## config.mk

```make
export PLATFORM = sky130hd
export DESIGN_NAME = pdw_host
export DESIGN_NICKNAME = d
export VERILOG_FILES = /design/src/common/pdw_pkg.sv /design/src/rtl/pdw_host.sv
export SDC_FILE = /design/constraint.sdc
export NUM_CORES = 1
export LEC_CHECK = 0
export ABC_AREA = 1
export BUFFER_PORTS_ARGS = -buffer_cell sky130_fd_sc_hd__buf_2
export CAP_MARGIN = 40
export CORE_ASPECT_RATIO = 1.2
export CORE_MARGIN = 5
export CORE_UTILIZATION = 46
export CTS_BUF_LIST = sky130_fd_sc_hd__clkbuf_16
export DETAILED_ROUTE_END_ITERATION = 8
export GPL_ROUTABILITY_DRIVEN = 0
export GPL_TIMING_DRIVEN = 1
export PLACE_DENSITY = 0.77
export SYNTH_ARGS = -nofsm -noshare
export SYNTH_HDL_FRONTEND = slang
export SYNTH_SLANG_ARGS = --single-unit
```

## constraint.sdc

```tcl
create_clock -name ref_clk_i -period 1.68 [get_ports ref_clk_i]
set_input_delay 0.252 -clock ref_clk_i [delete_from_list [all_inputs] [get_ports ref_clk_i]]
set_output_delay 0.252 -clock ref_clk_i [all_outputs]
set_load 0.01 [all_outputs]
```

## src/common/pdw_pkg.sv

```systemverilog
// Purpose: shared constants and types for the parallel dac write port host
// Assumes: 20 MHz reference clock, apb register access with 32-bit data
// Notes: pin timing figures are plain defaults, shorten or widen as needed
package pdw_pkg;
    // clock and pin timing
    localparam int CLK_PERIOD_NS = 50;
    localparam int T_SETUP_NS = 50;
    localparam int T_STROBE_NS = 100;
    localparam int T_HOLD_NS = 50;
    localparam int T_UPDATE_NS = 100;
    localparam int CNT_W = 4;
    // least times, rounded up to whole cycles, counted down to zero
    localparam logic [CNT_W-1:0] SETUP_CNT = CNT_W'((T_SETUP_NS + CLK_PERIOD_NS - 1) / CLK_PERIOD_NS - 1);
    localparam logic [CNT_W-1:0] STROBE_CNT = CNT_W'((T_STROBE_NS + CLK_PERIOD_NS - 1) / CLK_PERIOD_NS - 1);
    localparam logic [CNT_W-1:0] HOLD_CNT = CNT_W'((T_HOLD_NS + CLK_PERIOD_NS - 1) / CLK_PERIOD_NS - 1);
    localparam logic [CNT_W-1:0] UPDATE_CNT = CNT_W'((T_UPDATE_NS + CLK_PERIOD_NS - 1) / CLK_PERIOD_NS - 1);
    localparam logic [CNT_W-1:0] CNT_ZERO = 4'h0;
    localparam logic [CNT_W-1:0] CNT_ONE = 4'h1;
    // register offsets
    localparam int ADDR_W = 12;
    localparam logic [ADDR_W-1:0] OFS_CTRL = 12'h000;
    localparam logic [ADDR_W-1:0] OFS_CMD = 12'h004;
    localparam logic [ADDR_W-1:0] OFS_STAT = 12'h008;
    localparam logic [ADDR_W-1:0] OFS_UPD = 12'h00C;
    // control register fields
    localparam int CTRL_W = 4;
    localparam int CTRL_SLEEP = 0;
    localparam int CTRL_ZERO = 1;
    localparam int CTRL_HOLD = 2;
    localparam int CTRL_AUTO = 3;
    localparam logic [CTRL_W-1:0] CTRL_RST = 4'h0;
    // command register fields
    localparam int CMD_DATA_LSB = 0;
    localparam int CMD_UPPER_LSB = 2;
    localparam int CMD_DATA_MSB = 9;
    localparam int CMD_CHAN_LSB = 10;
    localparam int CMD_CHAN_MSB = 12;
    localparam int CMD_MODE = 13;
    localparam int CMD_SYS = 14;
    // status and update register fields
    localparam int STAT_BUSY = 0;
    localparam int STAT_REFUSED = 1;
    localparam int UPD_GO = 0;
    localparam logic [31:0] RDATA_ZERO = 32'h0000_0000;
    localparam logic [2:0] CHAN_NONE = 3'h0;

    // pins toward the dac
    typedef struct packed {
        logic cs_n;
        logic store_n;
        logic mode;
        logic [2:0] channel_select;
        logic [7:0] data_bits_upper;
        logic data_bit_1;
        logic data_bit_0;
        logic output_update_n;
        logic async_zero_n;
        logic sleep_request_n;
    } pdw_pins_t;

    localparam pdw_pins_t PINS_RST = '{cs_n: 1'b1, store_n: 1'b1, mode: 1'b0, channel_select: 3'h0,
        data_bits_upper: 8'h00, data_bit_1: 1'b0, data_bit_0: 1'b0, output_update_n: 1'b1,
        async_zero_n: 1'b1, sleep_request_n: 1'b1};

    typedef enum logic [2:0] {ST_IDLE, ST_SETUP, ST_STROBE, ST_HOLD, ST_PULSE} pdw_state_t;

    // whole state of the controller
    typedef struct packed {
        pdw_state_t st;
        logic [CNT_W-1:0] cnt;
        logic [CTRL_W-1:0] ctrl;
        logic refused;
        pdw_pins_t pins;
    } pdw_regs_t;
endpackage : pdw_pkg

```

## src/rtl/pdw_host.sv

```systemverilog
// Purpose: host side driver of a parallel dac write port, ordered over apb
// Assumes: one 20 MHz clock, dac pins are outputs only, device keeps its own rules
// Notes: writes to command or update while a cycle runs are dropped and flagged
// Summary of operation
// - update low at store rise updates automatically
// - host strobes store with select and address
// - device accepts writes only with select low
// - upper eight lines carry eight msbs
// - two lowest lines carry the two lsbs
//
// The address map and the APB slave port are this design's own decisions.
`timescale 1ns/1ps
module pdw_host
    import pdw_pkg::*;
(
    // clock and reset
    input wire logic ref_clk_i,
    input wire logic nrst_i,
    // apb slave
    input wire logic psel_i,
    input wire logic penable_i,
    input wire logic pwrite_i,
    input wire logic [ADDR_W-1:0] paddr_i,
    input wire logic [31:0] pwdata_i,
    output logic [31:0] prdata_o,
    output logic pready_o,
    output logic pslverr_o,
    // dac pins
    output pdw_pins_t pins_o
);

    // address match, used by reads and writes
    function automatic logic hit(input logic [ADDR_W-1:0] a, input logic [ADDR_W-1:0] ofs);
        hit = (a == ofs);
    endfunction : hit

    logic rst_sync1;
    logic rst_n;
    pdw_regs_t r;
    pdw_regs_t next_r;
    logic acc;
    logic wr_acc;
    logic mapped;
    logic busy;

    // reset release through two flops
    always_ff @(posedge ref_clk_i or negedge nrst_i) begin
        if (!nrst_i) begin
            rst_sync1 <= 1'b0;
            rst_n <= 1'b0;
        end else begin
            rst_sync1 <= 1'b1;
            rst_n <= rst_sync1;
        end
    end

    // apb decode, zero wait states
    assign acc = psel_i & penable_i;
    assign wr_acc = acc & pwrite_i;
    assign busy = (r.st != ST_IDLE);
    assign mapped = hit(paddr_i, OFS_CTRL) | hit(paddr_i, OFS_CMD) | hit(paddr_i, OFS_STAT) | hit(paddr_i, OFS_UPD);
    assign pready_o = acc;
    assign pslverr_o = acc & ~mapped;
    assign pins_o = r.pins;

    // read mux, unmapped and write-only words read zero
    always_comb begin
        prdata_o = RDATA_ZERO;
        if (hit(paddr_i, OFS_CTRL)) begin
            prdata_o[CTRL_W-1:0] = r.ctrl;
        end else if (hit(paddr_i, OFS_STAT)) begin
            prdata_o[STAT_BUSY] = busy;
            prdata_o[STAT_REFUSED] = r.refused;
        end
    end

    // next state: registers, pin levels and write sequencer
    always_comb begin
        next_r = r;
        if (wr_acc && hit(paddr_i, OFS_CTRL)) begin
            next_r.ctrl = pwdata_i[CTRL_W-1:0];
        end
        // level pins follow control bits
        next_r.pins.sleep_request_n = ~next_r.ctrl[CTRL_SLEEP];
        next_r.pins.async_zero_n = ~next_r.ctrl[CTRL_ZERO];
        // software clears refused, a new refusal below wins
        if (wr_acc && hit(paddr_i, OFS_STAT) && pwdata_i[STAT_REFUSED]) begin
            next_r.refused = 1'b0;
        end
        unique case (r.st)
            ST_IDLE: begin
                next_r.pins.output_update_n = ~next_r.ctrl[CTRL_HOLD];
                if (wr_acc && hit(paddr_i, OFS_CMD)) begin
                    next_r.pins.cs_n = 1'b0;
                    next_r.pins.mode = pwdata_i[CMD_MODE];
                    next_r.pins.channel_select = pwdata_i[CMD_CHAN_MSB:CMD_CHAN_LSB];
                    if (!pwdata_i[CMD_MODE] && pwdata_i[CMD_SYS]) begin
                        next_r.pins.channel_select = CHAN_NONE;
                    end
                    next_r.pins.data_bits_upper = pwdata_i[CMD_DATA_MSB:CMD_UPPER_LSB];
                    next_r.pins.data_bit_1 = pwdata_i[CMD_DATA_LSB + 1];
                    next_r.pins.data_bit_0 = pwdata_i[CMD_DATA_LSB];
                    // auto update holds update low across the store rising edge
                    next_r.pins.output_update_n = ~(next_r.ctrl[CTRL_HOLD] | next_r.ctrl[CTRL_AUTO]);
                    next_r.cnt = SETUP_CNT;
                    next_r.st = ST_SETUP;
                end else if (wr_acc && hit(paddr_i, OFS_UPD) && pwdata_i[UPD_GO]) begin
                    next_r.pins.output_update_n = 1'b0;
                    next_r.cnt = UPDATE_CNT;
                    next_r.st = ST_PULSE;
                end
            end
            ST_SETUP: begin
                if (r.cnt == CNT_ZERO) begin
                    next_r.pins.store_n = 1'b0;
                    next_r.cnt = STROBE_CNT;
                    next_r.st = ST_STROBE;
                end else begin
                    next_r.cnt = r.cnt - CNT_ONE;
                end
            end
            ST_STROBE: begin
                if (r.cnt == CNT_ZERO) begin
                    next_r.pins.store_n = 1'b1;
                    next_r.cnt = HOLD_CNT;
                    next_r.st = ST_HOLD;
                end else begin
                    next_r.cnt = r.cnt - CNT_ONE;
                end
            end
            ST_HOLD: begin
                if (r.cnt == CNT_ZERO) begin
                    next_r.pins.cs_n = 1'b1;
                    next_r.pins.output_update_n = ~next_r.ctrl[CTRL_HOLD];
                    next_r.st = ST_IDLE;
                end else begin
                    next_r.cnt = r.cnt - CNT_ONE;
                end
            end
            ST_PULSE: begin
                if (r.cnt == CNT_ZERO) begin
                    next_r.pins.output_update_n = ~next_r.ctrl[CTRL_HOLD];
                    next_r.st = ST_IDLE;
                end else begin
                    next_r.cnt = r.cnt - CNT_ONE;
                end
            end
            default: begin
                next_r.st = ST_IDLE;
            end
        endcase
        // orders that arrive while a cycle runs are dropped
        if (busy && wr_acc && (hit(paddr_i, OFS_CMD) || hit(paddr_i, OFS_UPD))) begin
            next_r.refused = 1'b1;
        end
    end

    // state register
    always_ff @(posedge ref_clk_i or negedge rst_n) begin
        if (!rst_n) begin
            r <= '{st: ST_IDLE, cnt: CNT_ZERO, ctrl: CTRL_RST, refused: 1'b0, pins: PINS_RST};
        end else begin
            r <= next_r;
        end
    end

    logic cmd_take;
    logic upd_take;
    assign cmd_take = !busy && wr_acc && hit(paddr_i, OFS_CMD);
    assign upd_take = !busy && wr_acc && hit(paddr_i, OFS_UPD) && pwdata_i[UPD_GO];
endmodule : pdw_host

```

==> summary.txt, run 1 <==
Run status
  • Outcome: finished, final reports clean

Route
  • Vias per inst: 4.49
  • WL per Instance: 11.2 µm
  • Routed Antenna Nets: 0
  • DRC violations left: 0
  • Met2 Routed Length: 2.20 mm
  • Routed wire length: 4.05 mm
  • Max layer used: met4
  • DR iter-0 viols: 82
  • WL met3: 290 µm
  • Routed via count: 1630
  • Met1 WL: 1.47 mm
  • Pre-Repair DR Iteration Count: 4

Logic synthesis
  • Synth Register Bits: 33
  • Synth Cell Area: 0.00212 mm²
  • Syn Area/Cell: 8.23 µm²
  • Synth warn: 0
  • Post-synth cell types: 33
  • Cells after synthesis: 258
  • Sequential-to-total area share from yosys stat: 0.392

Placement
  • Number of cells after detailed placement: 353
  • Cell Area, Placed: 0.00222 mm²
  • Port bufs: 56
  • Post-detail-place hpwl: 3.10 mm

Power and ir drop
  • Final total power: 0.00269 W
  • Leakage: 1.34 nW
  • Cell Pwr Density: 1120 mW/mm²
  • Gate power share: 0.281
  • Switching fraction of total power: 0.320
  • Switching power: 0.000861 W
  • Clock power frac: 0.372
  • Internal power: 0.00183 W
  • Peak supply drop: 0.378 mV
  • Sequential fraction of design power: 0.346

Setup path
  • R2r startpoint: r[24]$_DFFE_PN0P_
  • Worst R2R End: r[27]$_DFFE_PN0P_
  • Critical Path AT: 1.35 ns
  • R2R Setup Slk: 0.14 ns
  • CP Capture Type: output pin
  • Critical Path Sink: prdata_o[0]
  • Crit path from: r[28]$_DFFE_PN0P_
  • R2R cell count: 8
  • Crit start category: flip-flop
  • WP data required: 1.43 ns
  • Critical setup path kind: reg -> out
  • Crit Path Max Fanout: 6

Cells and area
  • Sequential Area: 832 µm²
  • Most common cell after layout, fill and taps aside: nand2_1
  • Nets@finish: 354
  • Most frequent cells in the layout: 60 x nand2_1, 56 x buf_2, 29 x conb_1
  • Final std cells w/o fill: 363
  • Multi-input gate area: 923 µm²
  • Finished layout cell area: 0.00241 mm²
  • Share of layout cells above drive strength 1: 0.361
  • Util after Layout: 0.532
  • Fillers: 449
  • Ant. Diodes: 0
  • Area growth syn-to-layout: 13.4%

Floorplanning
  • Row count: 27
  • I/O pins: 102
  • Die area: 0.00608 mm²
  • Die width: 72.0 µm
  • Core Box Area: 0.00453 mm²
  • Die Ht: 84.4 µm
  • Initial Utilization: 0.469

Timing
  • Unrepaired setup endpoints after global routing: true
  • Final hold vios: 0
  • Final Max Slew Viols: 0
  • Skew final: 0.00171 ns
  • Final worst path period share: 0.954
  • Setup TNS: 0 ns
  • Fin crit period: 1.60 ns
  • Highest clock rate: 624 MHz
  • Final setup vio count: 0

GRT
  • Vias in the first global route: 1564
  • Global-route wire length before repair: 6.72 mm
  • Largest net degree at the start of global routing: 32
  • GRT Overall Usage: 0.138
  • Initial antenna violation count: 0
  • Overflow after GRT: 0

Clock network
  • CTS tree: done
  • Clock transition at path regs: 0.05 ns
  • H-tree depth: 2
  • Clk buf depth: 2
  • Root Driver: clkbuf_16
  • Clk_lat worst skew: 0.27 ns
  • Clk sinks: 33
  • TritonCTS buffer count: 5

Run
  • # Max-Cap Violations: 0

Min path
  • Min-Delay Path Class: in -> reg
## power groups by stage
stage	logic [W]	registers, W	clock network, W
3_3_place_gp	0.000703	0.000937	0
4_1_cts	0.000739	0.000927	0.00102
3_5_place_dp	0.000722	0.000938	0
6_report	0.000757	0.000930	0.00100
2_1_floorplan	0.000609	0.000937	0
5_1_grt	0.000852	0.000938	0.00106
## cell type report
| class | count | share of cell area |
|---|---|---|
| Sequential cell | 33 | 0.345 |
| Clock buffer | 5 | 0.0519 |
| Clock inverter | 3 | 0.0156 |
| Inverter | 22 | 0.0343 |
| Tap cell | 58 | 0.0301 |
| Timing Repair Buffer | 63 | 0.139 |
| Multi-Input combinational cell | 179 | 0.383 |
## registers in the layout, summed over array words and instances, names as in the netlist
signal and count:
r 12, rst_sync1 1, pins_o 19, rst_n 1
## cells in the mapped netlist
| cell type | n | area share |
|---|---|---|
| o21ai_1 | 6 | 0.014 |
| o211ai_1 | 1 | 0.0035 |
| nor2_1 | 9 | 0.016 |
| dfstp_2 | 5 | 0.062 |
| buf_2 | 1 | 0.0024 |
| buf_4 | 47 | 0.17 |
| nand3b_1 | 1 | 0.0035 |
| o31ai_1 | 1 | 0.0035 |
| o21ai_0 | 5 | 0.012 |
| o21ai_2 | 7 | 0.029 |
| nand3_1 | 18 | 0.042 |
| nand2_2 | 10 | 0.029 |
| dfrtp_1 | 28 | 0.33 |
| buf_6 | 3 | 0.016 |
| clkinv_1 | 1 | 0.0018 |
| nand3_4 | 1 | 0.0083 |
| nor2_4 | 3 | 0.016 |
| or2_2 | 2 | 0.0059 |
| nand4_1 | 2 | 0.0059 |
| xor2_1 | 1 | 0.0041 |
| inv_1 | 20 | 0.035 |
| nand2_1 | 62 | 0.11 |
| nand3_2 | 1 | 0.0047 |
| nand2_4 | 2 | 0.011 |
| a22oi_1 | 1 | 0.0035 |
| conb_1 | 2 | 0.0035 |
| inv_2 | 1 | 0.0018 |
| ha_1 | 1 | 0.0059 |
| nor2_8 | 1 | 0.0094 |
| a21oi_1 | 5 | 0.012 |
| nor3_1 | 3 | 0.0071 |
| nor2_2 | 6 | 0.018 |
| a21oi_4 | 1 | 0.0077 |
## cells by family after synthesis
| group | count (synthesis) | share of synthesized area |
|---|---|---|
| AO/OA/AOI/OAI | 27 | 0.0849 |
| XOR/XNOR | 1 | 0.00413 |
| adder cells (fa/ha/maj) | 1 | 0.00589 |
| buffers and inverters | 73 | 0.223 |
| flip-flops | 33 | 0.392 |
| other | 2 | 0.00354 |
| AND/OR/NAND/NOR | 121 | 0.286 |
## worst min-delay path by stage
stage / from / end / slack (ns) / cells after the start
floorplan: nrst_i / rst_n$_DFF_PN0_ / -0.04 / 0
global placement: nrst_i / rst_sync1$_DFF_PN0_ / 0.04 / 1
detailed placement: nrst_i / rst_n$_DFF_PN0_ / 0.04 / 1
CTS: pwdata_i[5] / pins_o[8]$_DFFE_PN0P_ / 0.20 / 3
global route: pwdata_i[4] / pins_o[7]$_DFFE_PN0P_ / 0.22 / 3
finish: pwdata_i[5] / pins_o[8]$_DFFE_PN0P_ / 0.20 / 3
## per-layer routing
metal	vias to the layer above	track usage
met5	-	0
met4	0	0.0598
met3	9	0.0419
met2	50	0.243
met1	747	0.151
li1	824	-
## worst max-delay path: stages (launching register included)
cell     delay, ns
dfrtp_1       0.40
inv_1         0.13
nand2_2       0.11
nor2_4        0.18
o21ai_0       0.11
buf_2         0.15
## timing repair
action | 4_1_cts | 5_1_grt
resized for setup | 0 | 2
endpoints found under the setup margin | 0 | 4
hold buffers | 1 | 0
setup buffers | 0 | 1
hold endpoints to repair | 2 | 0
## per-stage QoR
stage / setup slack (ns) / hold WS, ns
after global placement: 0.132 / 0.0377
after detailed placement: 0.102 / 0.0387
after floorplan: 0.277 / -0.0436
after CTS: 0.0132 / 0.201
final: 0.0780 / 0.202
after global routing: -0.0193 / 0.218
Note: power is estimated with default switching activity, not from simulation.
==> inputs of run 2 (changes only) <==
--- a/config.mk
+++ b/config.mk
@@ -16,6 +16,7 @@
 export GPL_ROUTABILITY_DRIVEN = 0
 export GPL_TIMING_DRIVEN = 1
 export PLACE_DENSITY = 0.77
+export RECOVER_POWER = 25
 export SYNTH_ARGS = -nofsm -noshare
 export SYNTH_HDL_FRONTEND = slang
 export SYNTH_SLANG_ARGS = --single-unit
==> summary.txt, run 2 (synthesis gave the netlist of run 1 again) <==
Setup path
  • Crit Path Max Fanout: 6 (unchanged)
  • Critical setup path kind: reg -> out (unchanged)
  • Crit path from: r[28]$_DFFE_PN0P_ (unchanged)
  • Critical Path AT: 1.35 ns (about the same)
  • WP data required: 1.43 ns (about the same)
  • R2r startpoint: r[24]$_DFFE_PN0P_ (unchanged)
  • CP Capture Type: output pin (unchanged)
  • Crit start category: flip-flop (unchanged)

GRT
  • Initial antenna violation count: 0 (unchanged)
  • Vias in the first global route: 1564 (unchanged)
  • Global-route wire length before repair: 6.72 mm (unchanged)
  • Largest net degree at the start of global routing: 32 (unchanged)
  • GRT Overall Usage: 0.138 (unchanged)
  • Overflow after GRT: 0 (unchanged)

Power and ir drop
  • Switching fraction of total power: 0.320 (about the same)
  • Clock power frac: 0.373 (was 0.372)
  • Cell Pwr Density: 1120 mW/mm² (about the same)
  • Switching power: 0.000861 W (about the same)
  • Internal power: 0.00183 W (about the same)
  • Sequential fraction of design power: 0.346 (about the same)
  • Leakage: 1.34 nW (about the same)
  • Gate power share: 0.281 (about the same)
  • Peak supply drop: 0.378 mV (about the same)

Run status
  • Outcome: finished, final reports clean (unchanged)

Clock network
  • Root Driver: clkbuf_16 (unchanged)
  • Clk_lat worst skew: 0.27 ns (about the same)
  • H-tree depth: 2 (unchanged)
  • Clk buf depth: 2 (unchanged)
  • Clk sinks: 33 (unchanged)
  • TritonCTS buffer count: 5 (unchanged)
  • Clock transition at path regs: 0.05 ns (about the same)
  • CTS tree: done (unchanged)

Timing
  • Final hold vios: 0 (unchanged)
  • Highest clock rate: 624 MHz (unchanged)
  • Unrepaired setup endpoints after global routing: true (unchanged)
  • Final setup vio count: 0 (unchanged)
  • Fin Hold WS: 0.202 ns (unchanged)
  • Final Max Slew Viols: 0 (unchanged)
  • Final worst path period share: 0.954 (unchanged)
  • Setup slack after layout: 0.0780 ns (unchanged)
  • Skew final: 0.00171 ns (about the same)
  • Worst slew pin tran: 0.776 ns
  • Setup TNS: 0 ns (unchanged)
  • Max-slew headroom: 0.483
  • Fin crit period: 1.60 ns (unchanged)

Route
  • Routed wire length: 4.05 mm (about the same)
  • Vias per inst: 4.49 (about the same)
  • WL per Instance: 11.2 µm (about the same)
  • DRC violations left: 0 (unchanged)
  • Routed Antenna Nets: 0 (unchanged)
  • Routed via count: 1629 (was 1630)
  • Pre-Repair DR Iteration Count: 4 (unchanged)
  • DR iter-0 viols: 82 (unchanged)

Cells and area
  • Area growth syn-to-layout: 13.3% (was 13.4%)
  • Most common cell after layout, fill and taps aside: nand2_1 (unchanged)
  • Nets@finish: 354 (unchanged)
  • Max reg flops: 19 (unchanged)
  • Finished layout cell area: 0.00240 mm² (was 0.00241 mm²)
  • Share of layout cells above drive strength 1: 0.357 (was 0.361)
  • Most frequent cells in the layout: 60 x nand2_1, 55 x buf_2, 29 x conb_1 (was 60 x nand2_1, 56 x buf_2, 29 x conb_1)
  • Ant. Diodes: 0 (unchanged)

Run
  • # Max-Cap Violations: 0 (unchanged)

Placement
  • Post-detail-place hpwl: 3.10 mm (unchanged)
  • Port bufs: 56 (unchanged)
  • Cell Area, Placed: 0.00222 mm² (unchanged)
  • Dpl ws: 0.102 ns (unchanged)

Floorplanning
  • Die area: 0.00608 mm² (unchanged)
  • Core Box Area: 0.00453 mm² (unchanged)
  • Die Ht: 84.4 µm (unchanged)
  • Row count: 27 (unchanged)
  • Die width: 72.0 µm (unchanged)
  • Initial Utilization: 0.469 (unchanged)
  • I/O pins: 102 (unchanged)

Min path
  • Min-Delay Path Class: in -> reg (unchanged)
  • Hold_sp: pwdata_i[5] (unchanged)
==> run 2: routing by layer <==
layer | vias up | routed length [µm] | track usage
met3 | 9 | 290 | 0.0419
met2 | 50 | 2200 | 0.243
met1 | 746 | 1470 | 0.151
li1 | 824 | - | -
met5 | - | 0 | 0
met4 | 0 | 81 | 0.0598
==> run 2: path summary, 6_finish.rpt <==
check                                        endpoint  slack (ns)  cells past startpoint
max in group asynchronous       pins_o[4]$_DFFE_PN0P_        0.79                      1
worst max register to register      r[27]$_DFFE_PN0P_        0.14                      8
worst max-delay path                      prdata_o[0]        0.08                      5
worst min-delay path            pins_o[8]$_DFFE_PN0P_        0.20                      3
worst min register to register        rst_n$_DFF_PN0_        0.35                      0
min in group asynchronous         rst_sync1$_DFF_PN0_        0.30                      2
==> run 2: worst max-delay path, stage by stage, from the launching register on <==
cell and delay [ns]:
dfrtp_1 0.40, inv_1 0.13, nand2_2 0.11, nor2_4 0.18
o21ai_0 0.11, buf_2 0.15
==> run 2: power groups by stage <==
stage / Clock [W] / Sequential, W / Combinational (W)
3_5_place_dp: 0 / 0.000938 / 0.000722
6_report: 0.00100 / 0.000930 / 0.000756
3_3_place_gp: 0 / 0.000937 / 0.000703
4_1_cts: 0.00102 / 0.000927 / 0.000739
5_1_grt: 0.00106 / 0.000938 / 0.000851
2_1_floorplan: 0 / 0.000937 / 0.000609
==> run 2: what timing repair did <==
| item | in CTS | in global routing |
|---|---|---|
| endpoints found under the setup margin | 0 | 4 |
| setup buffers | 0 | 1 |
| hold buffers | 1 | 0 |
| gates resized for setup | 0 | 2 |
| hold endpoints to repair | 2 | 0 |
==> run 2: cell type report <==
| type | count | area (µm²) |
|---|---|---|
| inverter | 22 | 82.6 |
| multi-input combinational | 179 | 923 |
| clock buffer | 5 | 125 |
| timing repair buffer | 63 | 332 |
| fill | 451 | 2120 |
| clock inverter | 3 | 37.5 |
| tap | 58 | 72.6 |
| sequential | 33 | 832 |
==> run 2: per-stage QoR <==
stage,std cells,utilization,total power [W]
after floorplan,285,-,0.00155
after global placement,353,0.491,0.00164
after CTS,362,0.529,0.00268
after detailed placement,353,0.491,0.00166
after global routing,363,0.531,0.00285
final,363,0.531,0.00269
==> inputs of run 3 (changes only) <==
--- a/config.mk
+++ b/config.mk
@@ -8,15 +8,18 @@
 export ABC_AREA = 1
 export BUFFER_PORTS_ARGS = -buffer_cell sky130_fd_sc_hd__buf_2
 export CAP_MARGIN = 40
+export CELL_PAD_IN_SITES_DETAIL_PLACEMENT = 1
+export CELL_PAD_IN_SITES_GLOBAL_PLACEMENT = 1
 export CORE_ASPECT_RATIO = 1.2
 export CORE_MARGIN = 5
-export CORE_UTILIZATION = 46
+export CORE_UTILIZATION = 33
 export CTS_BUF_LIST = sky130_fd_sc_hd__clkbuf_16
 export DETAILED_ROUTE_END_ITERATION = 8
 export GPL_ROUTABILITY_DRIVEN = 0
 export GPL_TIMING_DRIVEN = 1
-export PLACE_DENSITY = 0.77
+export PLACE_DENSITY = 0.78
 export RECOVER_POWER = 25
+export SETUP_SLACK_MARGIN = 0.4
 export SYNTH_ARGS = -nofsm -noshare
 export SYNTH_HDL_FRONTEND = slang
 export SYNTH_SLANG_ARGS = --single-unit
==> summary.txt, run 3 (synthesis gave the netlist of run 1 again) <==
Cells and area
  • Max reg flops: 19 (unchanged)
  • Most common cell after layout, fill and taps aside: buf_2 (was nand2_1)
  • Nets@finish: 392 (was 354)
  • Ant. Diodes: 0 (unchanged)
  • Final std cells w/o fill: 428 (was 363)
  • Most frequent cells in the layout: 49 x buf_2, 39 x nand2_1, 29 x conb_1 (was 60 x nand2_1, 55 x buf_2, 29 x conb_1)
  • Area growth syn-to-layout: 46.9% (was 13.3%)
  • Fillers: 768 (was 451)
  • Share of layout cells above drive strength 1: 0.574 (was 0.357)
  • Util after Layout: 0.490 (was 0.531)

Route
  • DR iter-0 viols: 92 (was 82)
  • DRC violations left: 0 (unchanged)
  • WL per Instance: 19.0 µm (was 11.2 µm)
  • Routed wire length: 8.12 mm (was 4.05 mm)
  • Routed Antenna Nets: 0 (unchanged)
  • Routed via count: 2042 (was 1629)
  • Pre-Repair DR Iteration Count: 4 (unchanged)
  • Vias per inst: 4.77 (was 4.49)

GRT
  • Overflow after GRT: 0 (unchanged)
  • Largest net degree at the start of global routing: 32 (unchanged)
  • Initial antenna violation count: 0 (unchanged)
  • Global-route wire length before repair: 10.5 mm (was 6.72 mm)
  • Vias in the first global route: 2113 (was 1564)
  • GRT Overall Usage: 0.160 (was 0.138)

Timing
  • Final Max Slew Viols: 0 (unchanged)
  • Unrepaired setup endpoints after global routing: true (unchanged)
  • Final worst path period share: 0.911 (was 0.954)
  • Highest clock rate: 653 MHz (was 624 MHz)
  • Final setup vio count: 0 (unchanged)
  • Skew final: 0.00741 ns (was 0.00171 ns)
  • Final hold vios: 0 (unchanged)
  • Setup TNS: 0 ns (unchanged)
  • Fin crit period: 1.53 ns (was 1.60 ns)
  • Worst slew pin tran: 0.781 ns (was 0.776 ns)
  • Max-slew headroom: 0.480 (was 0.483)

Setup path
  • Critical Path AT: 1.75 ns (was 1.35 ns)
  • R2r startpoint: r[28]$_DFFE_PN0P_ (was r[24]$_DFFE_PN0P_)
  • R2R cell count: 9 (was 8)
  • R2R Setup Slk: 0.15 ns (was 0.14 ns)
  • Critical setup path kind: reg -> reg (was reg -> out)
  • Crit start category: flip-flop (unchanged)
  • WP data required: 1.90 ns (was 1.43 ns)
  • Crit path from: r[28]$_DFFE_PN0P_ (unchanged)
  • Worst R2R End: pins_o[2]$_DFFE_PN1P_ (was r[27]$_DFFE_PN0P_)
  • Crit Path Max Fanout: 4 (was 6)
  • Critical Path Sink: pins_o[2]$_DFFE_PN1P_ (was prdata_o[0])
  • CP Capture Type: flip-flop (was output pin)

Clock network
  • Clk sinks: 33 (unchanged)
  • TritonCTS buffer count: 5 (unchanged)
  • CTS tree: done (unchanged)
  • Root Driver: clkbuf_16 (unchanged)
  • Clock transition at path regs: 0.06 ns (was 0.05 ns)
  • H-tree depth: 2 (unchanged)
  • Clk_lat worst skew: 0.28 ns (was 0.27 ns)
  • Clk buf depth: 2 (unchanged)

Power and ir drop
  • Leakage: 1.60 nW (was 1.34 nW)
  • Peak supply drop: 0.564 mV (was 0.378 mV)
  • Cell Pwr Density: 1090 mW/mm² (was 1120 mW/mm²)

Floorplanning
  • Initial Utilization: 0.334 (was 0.469)
  • Die width: 83.2 µm (was 72.0 µm)
  • Core Box Area: 0.00637 mm² (was 0.00453 mm²)
  • I/O pins: 102 (unchanged)
  • Die Ht: 97.9 µm (was 84.4 µm)
  • Row count: 32 (was 27)
  • Die area: 0.00815 mm² (was 0.00608 mm²)

Run status
  • Outcome: finished, final reports clean (unchanged)

Placement
  • Port bufs: 56 (unchanged)
  • Number of cells after detailed placement: 380 (was 353)
  • Post-detail-place hpwl: 3.77 mm (was 3.10 mm)

Min path
  • Min-Delay Path Class: in -> reg (unchanged)

Run
  • # Max-Cap Violations: 0 (unchanged)
[run 3: cell type report]
class | instances | area [µm²] | share of cell area
Clock buffer | 5 | 125 | 0.0401
Inverter | 22 | 90.1 | 0.0289
Clock inverter | 3 | 17.5 | 0.00562
Sequential cell | 33 | 833 | 0.267
Tap cell | 85 | 106 | 0.0341
Multi-Input combinational cell | 182 | 1250 | 0.402
Timing Repair Buffer | 98 | 694 | 0.223
[run 3: worst max-delay path, stage by stage (launching register included)]
cell and delay (ns):
dfrtp_1 0.41, inv_2 0.10, nand2_4 0.09, o21ai_4 0.26
inv_2 0.10, nor2_2 0.10, nor2_1 0.08, nor2_1 0.13
nand2_1 0.10, nand2_1 0.09
[run 3: metal layers]
| metal | global-route usage | vias to the layer above | share of wire |
|---|---|---|---|
| met2 | 0.316 | 84 | 0.55 |
| li1 | - | 913 | - |
| met5 | 0 | - | 0 |
| met3 | 0.0338 | 29 | 0.042 |
| met1 | 0.161 | 1016 | 0.36 |
| met4 | 0.0579 | 0 | 0.046 |
[run 3: worst min-delay path by stage]
stage / startpoint / endpoint / slack, ns / depth (start not counted)
after detailed placement: nrst_i / rst_sync1$_DFF_PN0_ / 0.04 / 1
after global placement: nrst_i / rst_sync1$_DFF_PN0_ / 0.04 / 1
after CTS: pwdata_i[9] / pins_o[12]$_DFFE_PN0P_ / 0.21 / 3
after floorplan: nrst_i / rst_n$_DFF_PN0_ / -0.04 / 0
after global routing: pwdata_i[5] / pins_o[8]$_DFFE_PN0P_ / 0.21 / 3
final: pwdata_i[5] / pins_o[8]$_DFFE_PN0P_ / 0.21 / 3
[run 3: where the power goes]
group,leakage (nW),internal [W],total [W],switching [W]
clock,0.0696,0.000543,0.000898,0.000355
combinational,1.10,0.000653,0.00158,0.000927
sequential,0.432,0.000869,0.000937,0.0000679
[run 3: what timing repair did]
item | CTS | global route
hold endpoints to repair | 2 | 0
cloned | 0 | 3
setup endpoints to repair | 27 | 29
gates resized for setup | 44 | 47
hold buffers | 1 | 0
setup buffers | 21 | 15
pin swaps | 18 | 16
[run 3: through the flow]
stage,power [W],hold slack (ns),setup WS (ns),cell area (µm²)
after global placement,0.00168,0.0376,0.159,2270
after CTS,0.00293,0.210,0.304,2760
final,0.00341,0.206,0.150,3120
after floorplan,0.00158,-0.0436,0.402,2250
after global routing,0.00357,0.215,0.0546,3120
after detailed placement,0.00173,0.0384,0.135,2270
